`src/cqt_map.svh`:
```
`ifndef CQT_MAP_SVH
`define CQT_MAP_SVH

`define CQT_OFS_CORE_MIN      9'h01B
`define CQT_OFS_CORE_MAX      9'h01C
`define CQT_OFS_PROG_MIN      9'h01D
`define CQT_OFS_PROG_MAX      9'h01E
`define CQT_OFS_WORD_TYP      9'h01F
`define CQT_OFS_BUF_TYP       9'h020
`define CQT_OFS_BLK_TYP       9'h021
`define CQT_OFS_CHIP_TYP      9'h022
`define CQT_OFS_WORD_MAX      9'h023
`define CQT_OFS_BUF_MAX       9'h024
`define CQT_OFS_BLK_MAX       9'h025
`define CQT_OFS_CHIP_MAX      9'h026
`define CQT_OFS_SIZE          9'h027
`define CQT_OFS_IFC_LO        9'h028
`define CQT_OFS_IFC_HI        9'h029
`define CQT_OFS_WBUF_LO       9'h02A
`define CQT_OFS_WBUF_HI       9'h02B
`define CQT_OFS_REGIONS       9'h02C
`define CQT_OFS_R1_CNT_LO     9'h02D
`define CQT_OFS_R1_CNT_HI     9'h02E
`define CQT_OFS_R1_SIZE_LO    9'h02F
`define CQT_OFS_R1_SIZE_HI    9'h030
`define CQT_OFS_R2_CNT_LO     9'h031
`define CQT_OFS_R2_CNT_HI     9'h032
`define CQT_OFS_R2_SIZE_LO    9'h033
`define CQT_OFS_R2_SIZE_HI    9'h034
`define CQT_OFS_RSVD_FIRST    9'h035
`define CQT_OFS_RSVD_LAST     9'h038
`define CQT_OFS_SIG0          9'h10A
`define CQT_OFS_SIG1          9'h10B
`define CQT_OFS_SIG2          9'h10C
`define CQT_OFS_VER_MAJ       9'h10D
`define CQT_OFS_VER_MIN       9'h10E
`define CQT_OFS_FEAT0         9'h10F
`define CQT_OFS_FEAT1         9'h110
`define CQT_OFS_FEAT2         9'h111
`define CQT_OFS_FEAT3         9'h112

`define CQT_VAL_CORE_MIN      8'h17
`define CQT_VAL_CORE_MAX      8'h20
`define CQT_VAL_PROG_MIN      8'h85
`define CQT_VAL_PROG_MAX      8'h95
`define CQT_VAL_WORD_TYP      8'h04
`define CQT_VAL_BUF_TYP       8'h09
`define CQT_VAL_BLK_TYP       8'h0A
`define CQT_VAL_CHIP_TYP      8'h00
`define CQT_VAL_WORD_MAX      8'h04
`define CQT_VAL_BUF_MAX       8'h04
`define CQT_VAL_BLK_MAX       8'h02
`define CQT_VAL_CHIP_MAX      8'h00
`define CQT_VAL_SIZE          8'h18
`define CQT_VAL_IFC_LO        8'h01
`define CQT_VAL_IFC_HI        8'h01
`define CQT_VAL_WBUF_LO       8'h06
`define CQT_VAL_WBUF_HI       8'h00
`define CQT_VAL_REGIONS       8'h02
`define CQT_VAL_R1_CNT_LO     8'h7E
`define CQT_VAL_R1_CNT_HI     8'h00
`define CQT_VAL_R1_SIZE_LO    8'h00
`define CQT_VAL_R1_SIZE_HI    8'h02
`define CQT_VAL_R2_CNT_LO     8'h03
`define CQT_VAL_R2_CNT_HI     8'h00
`define CQT_VAL_R2_SIZE_LO    8'h80
`define CQT_VAL_R2_SIZE_HI    8'h00
`define CQT_VAL_RSVD          8'h00
`define CQT_VAL_SIG0          8'h50
`define CQT_VAL_SIG1          8'h52
`define CQT_VAL_SIG2          8'h49
`define CQT_VAL_VER_MAJ       8'h31
`define CQT_VAL_VER_MIN       8'h33
`define CQT_VAL_FEAT0         8'hE6
`define CQT_VAL_FEAT1         8'h03
`define CQT_VAL_FEAT2         8'h00
`define CQT_VAL_FEAT3         8'h00

`define CQT_CMD_QUERY         8'h98
`define CQT_CMD_READ_ARRAY    8'hFF

`endif

```
`src/cqt_pkg.sv`:
```
package cqt_pkg;
   typedef logic [8:0]  cqt_ofs_t;
   typedef logic [7:0]  cqt_byte_t;
   typedef logic [15:0] cqt_word_t;
   typedef enum logic [1:0] {
      CQT_ARRAY = 2'b01,
      CQT_QUERY = 2'b10
   } cqt_mode_t;
endpackage : cqt_pkg

```
`src/cqt_rom.sv`:
```
`timescale 1ns/1ns
`include "cqt_map.svh"
module cqt_rom
   import cqt_pkg::*;
(
   input  wire cqt_ofs_t  ofs,
   output cqt_byte_t      data
);
   always_comb begin
      case (ofs)
         `CQT_OFS_CORE_MIN:   data = `CQT_VAL_CORE_MIN;
         `CQT_OFS_CORE_MAX:   data = `CQT_VAL_CORE_MAX;
         `CQT_OFS_PROG_MIN:   data = `CQT_VAL_PROG_MIN;
         `CQT_OFS_PROG_MAX:   data = `CQT_VAL_PROG_MAX;
         `CQT_OFS_WORD_TYP:   data = `CQT_VAL_WORD_TYP;
         `CQT_OFS_BUF_TYP:    data = `CQT_VAL_BUF_TYP;
         `CQT_OFS_BLK_TYP:    data = `CQT_VAL_BLK_TYP;
         `CQT_OFS_CHIP_TYP:   data = `CQT_VAL_CHIP_TYP;
         `CQT_OFS_WORD_MAX:   data = `CQT_VAL_WORD_MAX;
         `CQT_OFS_BUF_MAX:    data = `CQT_VAL_BUF_MAX;
         `CQT_OFS_BLK_MAX:    data = `CQT_VAL_BLK_MAX;
         `CQT_OFS_CHIP_MAX:   data = `CQT_VAL_CHIP_MAX;
         `CQT_OFS_SIZE:       data = `CQT_VAL_SIZE;
         `CQT_OFS_IFC_LO:     data = `CQT_VAL_IFC_LO;
         `CQT_OFS_IFC_HI:     data = `CQT_VAL_IFC_HI;
         `CQT_OFS_WBUF_LO:    data = `CQT_VAL_WBUF_LO;
         `CQT_OFS_WBUF_HI:    data = `CQT_VAL_WBUF_HI;
         `CQT_OFS_REGIONS:    data = `CQT_VAL_REGIONS;
         `CQT_OFS_R1_CNT_LO:  data = `CQT_VAL_R1_CNT_LO;
         `CQT_OFS_R1_CNT_HI:  data = `CQT_VAL_R1_CNT_HI;
         `CQT_OFS_R1_SIZE_LO: data = `CQT_VAL_R1_SIZE_LO;
         `CQT_OFS_R1_SIZE_HI: data = `CQT_VAL_R1_SIZE_HI;
         `CQT_OFS_R2_CNT_LO:  data = `CQT_VAL_R2_CNT_LO;
         `CQT_OFS_R2_CNT_HI:  data = `CQT_VAL_R2_CNT_HI;
         `CQT_OFS_R2_SIZE_LO: data = `CQT_VAL_R2_SIZE_LO;
         `CQT_OFS_R2_SIZE_HI: data = `CQT_VAL_R2_SIZE_HI;
         `CQT_OFS_SIG0:       data = `CQT_VAL_SIG0;
         `CQT_OFS_SIG1:       data = `CQT_VAL_SIG1;
         `CQT_OFS_SIG2:       data = `CQT_VAL_SIG2;
         `CQT_OFS_VER_MAJ:    data = `CQT_VAL_VER_MAJ;
         `CQT_OFS_VER_MIN:    data = `CQT_VAL_VER_MIN;
         `CQT_OFS_FEAT0:      data = `CQT_VAL_FEAT0;
         `CQT_OFS_FEAT1:      data = `CQT_VAL_FEAT1;
         `CQT_OFS_FEAT2:      data = `CQT_VAL_FEAT2;
         `CQT_OFS_FEAT3:      data = `CQT_VAL_FEAT3;
         // reserved region slots and anything unlisted read zero
         default:             data = `CQT_VAL_RSVD;
      endcase
   end
endmodule : cqt_rom

```
`src/cqt_query_table.sv`:
```
`timescale 1ns/1ns
`include "cqt_map.svh"
module cqt_query_table
   import cqt_pkg::*;
(
   input  wire logic      clk,
   input  wire logic      rst_n,
   input  wire logic      cmdWrite,
   input  wire cqt_byte_t cmdData,
   input  wire logic      readReq,
   input  wire cqt_ofs_t  readOfs,
   input  wire cqt_word_t arrayData,
   output cqt_word_t      dataOut_r,
   output logic           dataValid_r,
   output logic           queryMode_r
);
   cqt_mode_t mode_r;
   cqt_mode_t mode_nxt;
   cqt_byte_t romByte;
   cqt_word_t dataOut_nxt;

   cqt_rom u_rom (
      .ofs  (readOfs),
      .data (romByte)
   );

   // mode changes only on a command write; other command codes leave it alone
   always_comb begin
      mode_nxt = mode_r;
      if (cmdWrite) begin
         case (cmdData)
            `CQT_CMD_QUERY:      mode_nxt = CQT_QUERY;
            `CQT_CMD_READ_ARRAY: mode_nxt = CQT_ARRAY;
            default:             mode_nxt = mode_r;
         endcase
      end
   end

   always_ff @(posedge clk) begin
      if (!rst_n) begin
         mode_r <= CQT_ARRAY;
      end else begin
         mode_r <= mode_nxt;
      end
   end

   always_ff @(posedge clk) begin
      if (!rst_n) begin
         queryMode_r <= 1'b0;
      end else begin
         queryMode_r <= (mode_nxt == CQT_QUERY);
      end
   end

   // read uses the mode in force when the read is taken
   always_comb begin
      case (mode_r)
         CQT_QUERY: dataOut_nxt = {8'h00, romByte};
         CQT_ARRAY: dataOut_nxt = arrayData;
         default:   dataOut_nxt = 16'h0000;
      endcase
   end

   always_ff @(posedge clk) begin
      if (!rst_n) begin
         dataOut_r   <= 16'h0000;
         dataValid_r <= 1'b0;
      end else begin
         dataValid_r <= readReq;
         if (readReq) begin
            dataOut_r <= dataOut_nxt;
         end
      end
   end

   // helper: previous-cycle request context
   logic     wasQuery_r;
   cqt_ofs_t lastOfs_r;
   always_ff @(posedge clk) begin
      if (!rst_n) begin
         wasQuery_r <= 1'b0;
         lastOfs_r  <= 9'h000;
      end else begin
         wasQuery_r <= (mode_r == CQT_QUERY);
         lastOfs_r  <= readOfs;
      end
   end

   property p_query_enter;
      @(posedge clk) disable iff (!rst_n)
         (cmdWrite && cmdData == 8'h98) |=> queryMode_r;
   endproperty
   a_query_enter: assert property (p_query_enter) else $error("query mode not entered");

   property p_query_exit;
      @(posedge clk) disable iff (!rst_n)
         (cmdWrite && cmdData == 8'hFF) |=> !queryMode_r;
   endproperty
   a_query_exit: assert property (p_query_exit) else $error("query mode not left");

   property p_upper_zero;
      @(posedge clk) disable iff (!rst_n)
         (readReq && mode_r == CQT_QUERY) |=> (dataValid_r && dataOut_r[15:8] == 8'h00);
   endproperty
   a_upper_zero: assert property (p_upper_zero) else $error("upper query byte not zero");

   property p_array_pass;
      @(posedge clk) disable iff (!rst_n)
         (readReq && mode_r == CQT_ARRAY) |=> dataOut_r == $past(arrayData);
   endproperty
   a_array_pass: assert property (p_array_pass) else $error("array data not passed");

   property p_core_supply;
      @(posedge clk) disable iff (!rst_n)
         (readReq && mode_r == CQT_QUERY && readOfs == 9'h01B) |=> dataOut_r == 16'h0017;
   endproperty
   a_core_supply: assert property (p_core_supply) else $error("core supply min wrong");

   property p_prog_supply;
      @(posedge clk) disable iff (!rst_n)
         (readReq && mode_r == CQT_QUERY && readOfs == 9'h01E) |=> dataOut_r == 16'h0095;
   endproperty
   a_prog_supply: assert property (p_prog_supply) else $error("prog supply max wrong");

   property p_blk_typ;
      @(posedge clk) disable iff (!rst_n)
         (readReq && mode_r == CQT_QUERY && readOfs == 9'h021) |=> dataOut_r == 16'h000A;
   endproperty
   a_blk_typ: assert property (p_blk_typ) else $error("block erase typical wrong");

   property p_chip_zero;
      @(posedge clk) disable iff (!rst_n)
         (readReq && mode_r == CQT_QUERY && (readOfs == 9'h022 || readOfs == 9'h026))
         |=> dataOut_r == 16'h0000;
   endproperty
   a_chip_zero: assert property (p_chip_zero) else $error("chip erase entry not zero");

   property p_size;
      @(posedge clk) disable iff (!rst_n)
         (readReq && mode_r == CQT_QUERY && readOfs == 9'h027) |=> dataOut_r == 16'h0018;
   endproperty
   a_size: assert property (p_size) else $error("device size wrong");

   property p_r1_count;
      @(posedge clk) disable iff (!rst_n)
         (readReq && mode_r == CQT_QUERY && readOfs == 9'h02D) |=> dataOut_r == 16'h007E;
   endproperty
   a_r1_count: assert property (p_r1_count) else $error("region one count wrong");

   property p_rsvd;
      @(posedge clk) disable iff (!rst_n)
         (readReq && mode_r == CQT_QUERY && readOfs >= 9'h035 && readOfs <= 9'h038)
         |=> dataOut_r == 16'h0000;
   endproperty
   a_rsvd: assert property (p_rsvd) else $error("reserved region not zero");

   property p_signature;
      @(posedge clk) disable iff (!rst_n)
         (readReq && mode_r == CQT_QUERY && readOfs == 9'h10A) |=> dataOut_r == 16'h0050;
   endproperty
   a_signature: assert property (p_signature) else $error("signature wrong");

   property p_feature;
      @(posedge clk) disable iff (!rst_n)
         (readReq && mode_r == CQT_QUERY && readOfs == 9'h10F) |=> dataOut_r == 16'h00E6;
   endproperty
   a_feature: assert property (p_feature) else $error("feature low byte wrong");

   property p_feature_hi;
      @(posedge clk) disable iff (!rst_n)
         (dataValid_r && wasQuery_r && lastOfs_r == 9'h110) |-> dataOut_r == 16'h0003;
   endproperty
   a_feature_hi: assert property (p_feature_hi) else $error("feature bits above 9 set");

   property p_core_max;
      @(posedge clk) disable iff (!rst_n)
         (readReq && mode_r == CQT_QUERY && readOfs == 9'h01C) |=> dataOut_r == 16'h0020;
   endproperty
   a_core_max: assert property (p_core_max) else $error("core supply max wrong");

   property p_prog_min;
      @(posedge clk) disable iff (!rst_n)
         (readReq && mode_r == CQT_QUERY && readOfs == 9'h01D) |=> dataOut_r == 16'h0085;
   endproperty
   a_prog_min: assert property (p_prog_min) else $error("prog supply min wrong");

   property p_word_typ;
      @(posedge clk) disable iff (!rst_n)
         (readReq && mode_r == CQT_QUERY && readOfs == 9'h01F) |=> dataOut_r == 16'h0004;
   endproperty
   a_word_typ: assert property (p_word_typ) else $error("word program typical wrong");

   property p_buf_typ;
      @(posedge clk) disable iff (!rst_n)
         (readReq && mode_r == CQT_QUERY && readOfs == 9'h020) |=> dataOut_r == 16'h0009;
   endproperty
   a_buf_typ: assert property (p_buf_typ) else $error("buffer program typical wrong");

   property p_word_max;
      @(posedge clk) disable iff (!rst_n)
         (readReq && mode_r == CQT_QUERY && readOfs == 9'h023) |=> dataOut_r == 16'h0004;
   endproperty
   a_word_max: assert property (p_word_max) else $error("word program factor wrong");

   property p_buf_max;
      @(posedge clk) disable iff (!rst_n)
         (readReq && mode_r == CQT_QUERY && readOfs == 9'h024) |=> dataOut_r == 16'h0004;
   endproperty
   a_buf_max: assert property (p_buf_max) else $error("buffer program factor wrong");

   property p_blk_max;
      @(posedge clk) disable iff (!rst_n)
         (readReq && mode_r == CQT_QUERY && readOfs == 9'h025) |=> dataOut_r == 16'h0002;
   endproperty
   a_blk_max: assert property (p_blk_max) else $error("block erase factor wrong");

   property p_ifc;
      @(posedge clk) disable iff (!rst_n)
         (readReq && mode_r == CQT_QUERY && (readOfs == 9'h028 || readOfs == 9'h029))
         |=> dataOut_r == 16'h0001;
   endproperty
   a_ifc: assert property (p_ifc) else $error("interface code wrong");

   property p_wbuf_lo;
      @(posedge clk) disable iff (!rst_n)
         (readReq && mode_r == CQT_QUERY && readOfs == 9'h02A) |=> dataOut_r == 16'h0006;
   endproperty
   a_wbuf_lo: assert property (p_wbuf_lo) else $error("write buffer low wrong");

   property p_wbuf_hi;
      @(posedge clk) disable iff (!rst_n)
         (readReq && mode_r == CQT_QUERY && readOfs == 9'h02B) |=> dataOut_r == 16'h0000;
   endproperty
   a_wbuf_hi: assert property (p_wbuf_hi) else $error("write buffer high wrong");

   property p_regions;
      @(posedge clk) disable iff (!rst_n)
         (readReq && mode_r == CQT_QUERY && readOfs == 9'h02C) |=> dataOut_r == 16'h0002;
   endproperty
   a_regions: assert property (p_regions) else $error("region count wrong");

   property p_r1_count_hi;
      @(posedge clk) disable iff (!rst_n)
         (readReq && mode_r == CQT_QUERY && readOfs == 9'h02E) |=> dataOut_r == 16'h0000;
   endproperty
   a_r1_count_hi: assert property (p_r1_count_hi) else $error("region one count high wrong");

   property p_r1_size_lo;
      @(posedge clk) disable iff (!rst_n)
         (readReq && mode_r == CQT_QUERY && readOfs == 9'h02F) |=> dataOut_r == 16'h0000;
   endproperty
   a_r1_size_lo: assert property (p_r1_size_lo) else $error("region one size low wrong");

   property p_r1_size_hi;
      @(posedge clk) disable iff (!rst_n)
         (readReq && mode_r == CQT_QUERY && readOfs == 9'h030) |=> dataOut_r == 16'h0002;
   endproperty
   a_r1_size_hi: assert property (p_r1_size_hi) else $error("region one size high wrong");

   property p_r2_count;
      @(posedge clk) disable iff (!rst_n)
         (readReq && mode_r == CQT_QUERY && readOfs == 9'h031) |=> dataOut_r == 16'h0003;
   endproperty
   a_r2_count: assert property (p_r2_count) else $error("region two count wrong");

   property p_r2_count_hi;
      @(posedge clk) disable iff (!rst_n)
         (readReq && mode_r == CQT_QUERY && readOfs == 9'h032) |=> dataOut_r == 16'h0000;
   endproperty
   a_r2_count_hi: assert property (p_r2_count_hi) else $error("region two count high wrong");

   property p_r2_size_lo;
      @(posedge clk) disable iff (!rst_n)
         (readReq && mode_r == CQT_QUERY && readOfs == 9'h033) |=> dataOut_r == 16'h0080;
   endproperty
   a_r2_size_lo: assert property (p_r2_size_lo) else $error("region two size low wrong");

   property p_r2_size_hi;
      @(posedge clk) disable iff (!rst_n)
         (readReq && mode_r == CQT_QUERY && readOfs == 9'h034) |=> dataOut_r == 16'h0000;
   endproperty
   a_r2_size_hi: assert property (p_r2_size_hi) else $error("region two size high wrong");

   property p_signature1;
      @(posedge clk) disable iff (!rst_n)
         (readReq && mode_r == CQT_QUERY && readOfs == 9'h10B) |=> dataOut_r == 16'h0052;
   endproperty
   a_signature1: assert property (p_signature1) else $error("signature second word wrong");

   property p_signature2;
      @(posedge clk) disable iff (!rst_n)
         (readReq && mode_r == CQT_QUERY && readOfs == 9'h10C) |=> dataOut_r == 16'h0049;
   endproperty
   a_signature2: assert property (p_signature2) else $error("signature third word wrong");

   property p_ver_major;
      @(posedge clk) disable iff (!rst_n)
         (readReq && mode_r == CQT_QUERY && readOfs == 9'h10D) |=> dataOut_r == 16'h0031;
   endproperty
   a_ver_major: assert property (p_ver_major) else $error("major version wrong");

   property p_ver_minor;
      @(posedge clk) disable iff (!rst_n)
         (readReq && mode_r == CQT_QUERY && readOfs == 9'h10E) |=> dataOut_r == 16'h0033;
   endproperty
   a_ver_minor: assert property (p_ver_minor) else $error("minor version wrong");

   property p_feature_top;
      @(posedge clk) disable iff (!rst_n)
         (readReq && mode_r == CQT_QUERY && (readOfs == 9'h111 || readOfs == 9'h112))
         |=> dataOut_r == 16'h0000;
   endproperty
   a_feature_top: assert property (p_feature_top) else $error("feature upper bytes not zero");

   property p_mode_hold;
      @(posedge clk) disable iff (!rst_n)
         !cmdWrite |=> queryMode_r == $past(queryMode_r);
   endproperty
   a_mode_hold: assert property (p_mode_hold) else $error("mode changed without command");

endmodule : cqt_query_table

```
`config.mk`:
```
export PLATFORM = sky130hd
export DESIGN_NAME = cqt_query_table
export DESIGN_NICKNAME = d
export VERILOG_FILES = /design/src/cqt_pkg.sv /design/src/cqt_rom.sv /design/src/cqt_query_table.sv
export VERILOG_INCLUDE_DIRS = /design/src
export SDC_FILE = /design/constraint.sdc
export NUM_CORES = 1
export LEC_CHECK = 0
export ABC_CLOCK_PERIOD_IN_PS = 2950
export BUFFER_PORTS_ARGS = -buffer_cell sky130_fd_sc_hd__buf_2
export CAP_MARGIN = 0
export CORE_ASPECT_RATIO = 0.8
export CORE_MARGIN = 3
export CORE_UTILIZATION = 42
export DETAILED_ROUTE_END_ITERATION = 8
export PLACE_DENSITY = 0.78
export SYNTH_ARGS = -nofsm -noshare
export SYNTH_HDL_FRONTEND = slang
export SYNTH_SLANG_ARGS = --single-unit
```
`constraint.sdc`:
```
create_clock -name clk -period 2.95 [get_ports clk]
set_input_delay 0.1475 -clock clk [delete_from_list [all_inputs] [get_ports clk]]
set_output_delay 0.1475 -clock clk [all_outputs]
set_load 0.03 [all_outputs]
```
# [Word level (Yosys, flattened, before mapping)]
# Cells that the tools add are included.
[word_totals] register_bits=20 output_inout_bits=18
[op_classes] n_eq_ne=31 n_mux=4 n_reduce_logical=4
[ops] op="one-hot mux 8 bit (20 select lines)" n=1
[ops] op="== test 9 x 6 -> 1 bit (second input constant)" n=14
[ops] op="== test 9 bit (second input constant)" n=7
[ops] op="== test 9 x 5 -> 1 bit (second input constant)" n=5
[ops] op="one-hot mux 16 bit (2 select lines)" n=1
[ops] op="== test 8 bit (second input constant)" n=2
[ops] op="OR reduction 3 bit" n=2
[ops] op="== test 2 bit (second input constant)" n=2
[ops] op="one-hot mux 2 bit (2 select lines)" n=1
[ops] op="OR reduction 2 bit" n=2
[ops] op="== test 2 x 1 -> 1 bit (second input constant)" n=1
[ops] op="2-to-1 mux 2 bit" n=1

# [Depth between registers and ports, before layout]
# Gate-level depths: netlist of the first run.
[logic_depth] ltp_word=4 depth_mapped=7 mapped_depth_nobuf=7

# [By module]
# Synthesis of the first run repeated with hierarchy kept, for this count alone.
[unflattened] cells_unflattened=186 hier_area_um2=1452.6
[by_module_without_submodules] mod="cqt_query_table" instances=1 cells_per_inst=101 area_each_um2=888.4
[by_module_without_submodules] mod="cqt_rom" instances=1 cells_per_inst=85 area_each_um2=564.3

# [Least setup slack after synthesis of the first run]
# OpenSTA, ideal clock, no wires.
[synth_timing] path_kind="in2reg" start="in readOfs[5]" end="reg dataOut_r[1]" setup_time_ns=0.079 arrival_time_ns=1.366 setup_slack_ns=1.504 cell_stages=5 n_path_buf=0 cell_sequence="or4b_1 or3_1 o311ai_1 a211oi_2 a211oi_2"
[synth_via] elab_chain_cells=4 elab_cells_between_ends=32
[synth_rtl] element="start: declaration" line="cqt_query_table.sv:11" text="input wire cqt_ofs_t readOfs,"
[synth_rtl] element="== test 9 x 6 -> 1 bit, or another cell as far along" line="cqt_rom.sv:10" text="case (ofs)"
[synth_rtl] element="OR reduction 3 bit (no line) or OR reduction 2 bit (tied branches)"
[synth_rtl] element="one-hot mux 8 bit (20 select lines) *" line="cqt_rom.sv:10"
[synth_rtl] element="one-hot mux 16 bit (2 select lines) *" line="cqt_query_table.sv:57" text="case (mode_r)"
[synth_rtl] element="end signal: assignment" line="cqt_query_table.sv:71" text="dataOut_r <= dataOut_nxt;"
[synth_rtl] element="end: declaration" line="cqt_query_table.sv:13" text="output cqt_word_t dataOut_r,"
# Mark *: on every way between the ends. The rest lies on a longest branch, timed or not.
# A chain may end at the register's enable or synchronous reset.

# [Worst setup path in the final report of the first run]
[layout_timing] start="in readOfs[3]" end="reg dataOut_r[1]"
# Same word-level chain as after synthesis.

==> results of run 1 <==
power by group:
group | switching [uW] | leakage, uW | internal (uW)
Combinational | 103 | 0.000551 | 62.9
Clock | 88.2 | 0.0000288 | 119
Sequential | 5.69 | 0.000164 | 283
logic make-up (layout without fill, tap and decap cells):
family | Yosys count | in the layout | synth area share
simple gates | 102 | 102 | 0.3838
compound gates | 54 | 54 | 0.2500
buf+inv | 21 | 65 | 0.05640
flops | 20 | 20 | 0.2694
xor+xnor | 4 | 4 | 0.02357
fa+ha+maj | 2 | 2 | 0.01683
state kept, by name, summed over array words and instances (netlist names):
signal,count
dataOut_r,16
mode_r,2
dataValid_r,1
queryMode_r,1
synthesized netlist by cell type, types with 3 or more instances:
library cell	count	area, um^2
sky130_fd_sc_hd__nor2b_1	24	150.1
sky130_fd_sc_hd__dfxtp_1	20	400.4
sky130_fd_sc_hd__nand2_1	17	63.81
sky130_fd_sc_hd__a21oi_1	15	75.07
sky130_fd_sc_hd__nor2_1	13	48.80
sky130_fd_sc_hd__nand3_1	11	55.05
sky130_fd_sc_hd__clkbuf_1	9	33.78
sky130_fd_sc_hd__nor3_1	8	40.04
sky130_fd_sc_hd__inv_1	7	26.28
sky130_fd_sc_hd__o21ai_0	7	35.03
sky130_fd_sc_hd__nand2b_1	5	31.28
sky130_fd_sc_hd__buf_2	4	20.02
sky130_fd_sc_hd__a211oi_1	3	22.52
sky130_fd_sc_hd__and2_1	3	18.77
sky130_fd_sc_hd__nand4_1	3	18.77
sky130_fd_sc_hd__o21ai_1	3	15.01
sky130_fd_sc_hd__o311ai_1	3	26.28
final timing paths:
path | from | to
max | readOfs[3] | dataOut_r[1]
max reg2reg | mode_r[0] | dataOut_r[0]
min reg2reg | dataOut_r[8] | dataOut_r[8]
min | arrayData[9] | dataOut_r[9]
area by class of cell:
type / count / area, um^2
fill: 313 / 1439
tap: 40 / 50.05
multi-input combinational: 162 / 1002
sequential: 20 / 400.4
inverter: 7 / 26.28
timing repair buffer: 54 / 270.3
clock buffer: 4 / 55.05
per-stage QoR:
| step | utilization | setup slack, ns |
|---|---|---|
| 2_1_floorplan | - | 1.504 |
| 5_1_grt | 0.5563 | 1.253 |
| 3_5_place_dp | 0.5394 | 1.201 |
| 3_3_place_gp | 0.5394 | 1.246 |
| 6_report | 0.5563 | 1.437 |
| 4_1_cts | 0.5563 | 1.429 |
worst max-delay path, cell delays in order:
cell,delay [ns]
sky130_fd_sc_hd__buf_2,0.25
sky130_fd_sc_hd__or4b_1,0.54
sky130_fd_sc_hd__or3_1,0.33
sky130_fd_sc_hd__o311ai_1,0.12
sky130_fd_sc_hd__a211oi_2,0.08
sky130_fd_sc_hd__a211oi_2,0.22
routing by layer:
| metal | track usage | part of all wire |
|---|---|---|
| met1 | 0.2763 | 0.49 |
| met2 | 0.2555 | 0.43 |
| met3 | 0.04068 | 0.075 |
| met4 | 0.007895 | 0.0043 |
| met5 | 0 | 0 |
==> flow_summary.toml, run 1 <==
[drt]
average_wire_length_per_cell_after_detail_routing_um = 13.07
totalWireLength_um = 3751
routed-via-count = 1638
final_antenna_net_count = 0
drt_first_iter_violations = 135
detailedRoute.firstPassIterationCount = 4
post_drt_via_cell_ratio = 5.707
drc = 0

[setup_path]
setup.worst_path.start_class = "input pin"
crit_fanout = 16
cp_data_required_time_ns = 3.13
timing.critical_path.arrival_ns = 1.70
rrSetupSlack_ns = 1.45
sort_of_element_at_the_end_of_the_critical_path = "register"
worst-r2r-cell-count = 7
crit_type = "input pin to register"

[final_layout]
fin_area_um2 = 1804
nets = 287
area.growth.synth_to_final_pct = 21.38
instances_no_fill = 287
antenna_cells = 0
layout_commonest_cell = "sky130_fd_sc_hd__buf_2"
most-common-layout-cells = "sky130_fd_sc_hd__buf_2, sky130_fd_sc_hd__nor2b_1, sky130_fd_sc_hd__dfxtp_1, sky130_fd_sc_hd__nand2_1, sky130_fd_sc_hd__a21oi_1"
drive_gt1_frac = 0.2591

[clock_tree]
clock-root-buffer = "sky130_fd_sc_hd__clkbuf_8"
ctsLongestPathBuffers = 2
clock_insertion_delay_worst_skew_ns = 0.25
cts.sink_count = 20
tritoncts_clock_tree = "built"
cts_hold_fix_bufs = 0
tritoncts.num_buffers = 3
post-cts-setup-buffer-count = 0
count_of_h_tree_levels_built_during_cts = 1
clk_pin_slew_worst_paths_ns = 0.07
cts_resized = 0

[logic_synthesis]
ys_async_rst_share = 0
post_synth.cell_area_avg_um2 = 7.322
synthesis.nets = 242
synth-seq-area-share = 0.2694
synth_cells = 203
ys_seq_elements = 20
postSynth.topFlopCell = "sky130_fd_sc_hd__dfxtp_1"
ys_warn_count = 0
synth.distinct_cells = 51
synth_edf_count = 0
synthesis.area_um2 = 1486

[pwr]
power.leakage_uw = 0.0007438
report.power.total_uw = 661.7
power.ir.vdd_worst_uv = 279.6
power_density_nw_per_um2 = 366.8

[timing]
fin_setup_tns_ns = 0
setup_repair_after_global_routing_missed_its_margin = "no"
final-setup-viol-count = 0
hold_viol = 0
clock_skew_ns = 0.0007508
hold_slack_ns = 0.1337
max_clock_freq_mhz = 660.9
period_minus_slack_ns = 1.513
worst-slew-pin-transition_ns = 0.4580
timing.slew.headroom = 0.6946
maxSlewViolCount = 0
finalCritPeriodShare = 0.5129

[placed_design]
detailed_place.area_um2 = 1749
io_buffers = 54
post-place-cells = 283
place.gp.congestion = 0.9210
dpl.hpwl_um = 2843

[global_routing]
initial_antenna_violation_count = 0
grt_start_max_net_pins = 30
global_route_wire_length_before_repair_um = 6161
first_global_vias = 1340
globalRouteTotalUtil = 0.1762
overflow = 0

[floorplanning]
core-area_um2 = 3243
rows = 18
die-area_um2 = 4293
io-pin-count = 55
start_util = 0.4583
floorplan.die.height_um = 59.21
die-width_um = 72.51

[worst_hold_path]
timing.hold.worst_path_depth = 3
min_path_type = "input pin to register"

[run_status]
status = "completed"

[run]
drv_cap = 0
Note: power is estimated with default switching activity, not from simulation.
==> run 2: changes to the inputs <==
--- a/config.mk
+++ b/config.mk
@@ -6,14 +6,15 @@
 export SDC_FILE = /design/constraint.sdc
 export NUM_CORES = 1
 export LEC_CHECK = 0
-export ABC_CLOCK_PERIOD_IN_PS = 2950
+export ABC_AREA = 1
+export ABC_CLOCK_PERIOD_IN_PS = 1430
 export BUFFER_PORTS_ARGS = -buffer_cell sky130_fd_sc_hd__buf_2
 export CAP_MARGIN = 0
 export CORE_ASPECT_RATIO = 0.8
 export CORE_MARGIN = 3
 export CORE_UTILIZATION = 42
 export DETAILED_ROUTE_END_ITERATION = 8
-export PLACE_DENSITY = 0.78
+export PLACE_DENSITY = 0.8
 export SYNTH_ARGS = -nofsm -noshare
 export SYNTH_HDL_FRONTEND = slang
 export SYNTH_SLANG_ARGS = --single-unit
==> constraint.sdc (replaced) <==
create_clock -name clk -period 1.43 [get_ports clk]
set_input_delay 0.0715 -clock clk [delete_from_list [all_inputs] [get_ports clk]]
set_output_delay 0.0715 -clock clk [all_outputs]
set_load 0.03 [all_outputs]
==> run 2 against run 1 <==
Net effect: sequential cell count is the same; critical endpoint unchanged; final cell count is 9.8% higher; sequential power up 110%; first-iteration DRC count decreased by 21%.
==> flow_summary.toml, run 2 <==
[floorplanning]
rows = 17
start_util = 0.4553
floorplan.die.height_um = 55.91
core-area_um2 = 2872
io-pin-count = 55
die-width_um = 68.38
die-area_um2 = 3823

[pwr]
power_density_nw_per_um2 = 764.2
power_switching_share = 0.2825
power_frac_clock = 0.323
power.leakage_uw = 0.0009332
proportion_of_power_drawn_by_combinational_gates = 0.215
power.switching_uw = 365.5
power.share.sequential = 0.461
power.ir.vdd_worst_uv = 631.5
cellInternalPower_uw = 928.2

[logic_synthesis]
synthesis.nets = 260
ys_warn_count = 0
ys_seq_elements = 20
ys_async_rst_share = 0
synth_edf_count = 0
post_synth.cell_area_avg_um2 = 5.916
post_synth_top_area_cell = "sky130_fd_sc_hd__dfxtp_1"
synthesis.area_um2 = 1308
synth-seq-area-share = 0.3062
top_post_synthesis_cells_by_area = "sky130_fd_sc_hd__dfxtp_1, sky130_fd_sc_hd__nand2_1, sky130_fd_sc_hd__a21oi_1"
synth_cells = 221
synth.distinct_cells = 22
synthMostInstantiatedCell = "sky130_fd_sc_hd__nand2_1"
synthTopCellsByCount = "sky130_fd_sc_hd__nand2_1, sky130_fd_sc_hd__dfxtp_1, sky130_fd_sc_hd__nor2_1, sky130_fd_sc_hd__inv_1"
yosys.area.top_type_share = 0.3062
postSynth.topFlopCell = "sky130_fd_sc_hd__dfxtp_1"

[global_routing]
overflow = 0
first_global_vias = 1269
grt_start_max_net_pins = 18
globalRouteTotalUtil = 0.1723
global_route_wire_length_before_repair_um = 5319
initial_antenna_violation_count = 0

[clock_tree]
clock_insertion_delay_worst_skew_ns = 0.25
clk_pin_slew_worst_paths_ns = 0.07
tritoncts.num_buffers = 3
ctsLongestPathBuffers = 2
tritoncts_clock_tree = "built"
clock-root-buffer = "sky130_fd_sc_hd__clkbuf_8"
cts.sink_count = 20
post-cts-setup-buffer-count = 0
cts_hold_fix_bufs = 0
count_of_h_tree_levels_built_during_cts = 1
cts_resized = 0

[drt]
post_drt_via_cell_ratio = 4.892
drt_first_iter_violations = 107
drc = 0
final_antenna_net_count = 0
totalWireLength_um = 3311
average_wire_length_per_cell_after_detail_routing_um = 10.51
routed-via-count = 1541
detailedRoute.firstPassIterationCount = 4

[placed_design]
place.gp.congestion = 0.9636
post-place-cells = 311
dpl.hpwl_um = 2643
io_buffers = 54

[setup_path]
sort_of_element_at_the_end_of_the_critical_path = "register"
cp_data_required_time_ns = 1.60
path_buf_inv = 2
crit_fanout = 8
cpPeakStageDelay_ns = 0.35
cp_top_family = "flip-flops"
timing.critical_path.arrival_ns = 1.41
crit_path_cell_trace = "inv_1, ha_1, nor2_1, buf_4, nand2_1, a21oi_2"
setup.worst_path.start_class = "register"
crit_type = "register to register"
cpMaxStageDelayCell = "sky130_fd_sc_hd__dfxtp_1"

[final_layout]
largest_register_ff_count = 16
nets = 317
most-common-layout-cells = "sky130_fd_sc_hd__nand2_1, sky130_fd_sc_hd__buf_2, sky130_fd_sc_hd__nor2_1, sky130_fd_sc_hd__dfxtp_1, sky130_fd_sc_hd__inv_1"
reg_top3 = "dataOut_r x16, mode_r x2"
layout_commonest_cell = "sky130_fd_sc_hd__nand2_1"
drive_gt1_frac = 0.2924
nFillCells = 281
antenna_cells = 0
largest_register = "dataOut_r"
area.growth.synth_to_final_pct = 29.47
instances_no_fill = 315

[timing]
finalCritPeriodShare = 0.8636
final-setup-viol-count = 0
fin_setup_tns_ns = 0
timing.slew.headroom = 0.6864
period_minus_slack_ns = 1.235
hold_viol = 0
clock_skew_ns = 0.002686
setup_repair_after_global_routing_missed_its_margin = "no"
max_clock_freq_mhz = 809.8
maxSlewViolCount = 0
worst-slew-pin-transition_ns = 0.4675

[run]
drv_cap = 0

[run_status]
status = "completed"

[worst_hold_path]
min_path_type = "input pin to register"
-- run 2: cell count changes after synthesis, sizes merged, moves of 6 or more --
cell	delta
nand2	+80
nor2b	-24
nor2	+14
inv	+13
nor3	-7
nand3	+6
-- run 2: metal layers --
| metal | vias to the layer above | track usage | share of wire |
|---|---|---|---|
| met5 | - | 0 | 0 |
| met4 | 0 | 0.03399 | 0.0063 |
| met3 | 2 | 0.04848 | 0.076 |
| met2 | 61 | 0.2544 | 0.44 |
| met1 | 676 | 0.2469 | 0.48 |
| li1 | 802 | - | - |
-- run 2: worst paths after layout --
kind,from,endpoint,slack [ns],cells after the start
min reg2reg,dataOut_r[4],dataOut_r[4],0.46,2
min,rst_n,dataValid_r,0.04,3
max reg2reg,mode_r[0],dataOut_r[1],0.20,6
max,mode_r[0],dataOut_r[1],0.20,6
-- run 2: layout make-up --
| type | instances | area, um^2 | area share |
|---|---|---|---|
| well taps | 38 | 47.55 | 0.02809 |
| inverters | 23 | 87.58 | 0.05174 |
| clock buffers | 4 | 55.05 | 0.03252 |
| multi-input cells | 173 | 797.0 | 0.4708 |
| repair buffers | 57 | 305.3 | 0.1803 |
| flip-flops and latches | 20 | 400.4 | 0.2365 |
-- run 2: power groups by stage --
stage | clock network [uW] | logic, uW | registers, uW
final | 418 | 279 | 597
after global routing | 460 | 307 | 601
after CTS | 428 | 279 | 597
after detailed placement | 0 | 277 | 609
after global placement | 0 | 275 | 609
after floorplan | 0 | 115 | 662
-- run 2: worst min-delay path: stages --
cell	delay [ns]
sky130_fd_sc_hd__buf_2	0.11
sky130_fd_sc_hd__nand2_1	0.05
sky130_fd_sc_hd__inv_1	0.04
-- run 2: kinds of logic after synthesis --
| logic type | Yosys count | synth area share |
|---|---|---|
| AO/OA/AOI/OAI | 25 | 0.09856 |
| adder cells (fa/ha/maj) | 2 | 0.01914 |
| buffers and inverters | 28 | 0.08421 |
| flip-flops | 20 | 0.3062 |
| AND/OR/NAND/NOR | 146 | 0.4919 |
-- run 2: metrics by stage --
step / cell area, um^2 / utilization / hold slack (ns) / worst slack (ns) / total power, uW
after floorplan: 1308 / - / 0.1607 / 0.1212 / 777.3
after global placement: 1638 / 0.5704 / 0.2961 / 0.1727 / 883.5
after detailed placement: 1638 / 0.5704 / 0.2993 / 0.1668 / 886.7
after CTS: 1693 / 0.5895 / 0.03604 / 0.1928 / 1304
after global routing: 1693 / 0.5895 / 0.02597 / 0.1108 / 1368
final: 1693 / 0.5895 / 0.04334 / 0.1951 / 1294
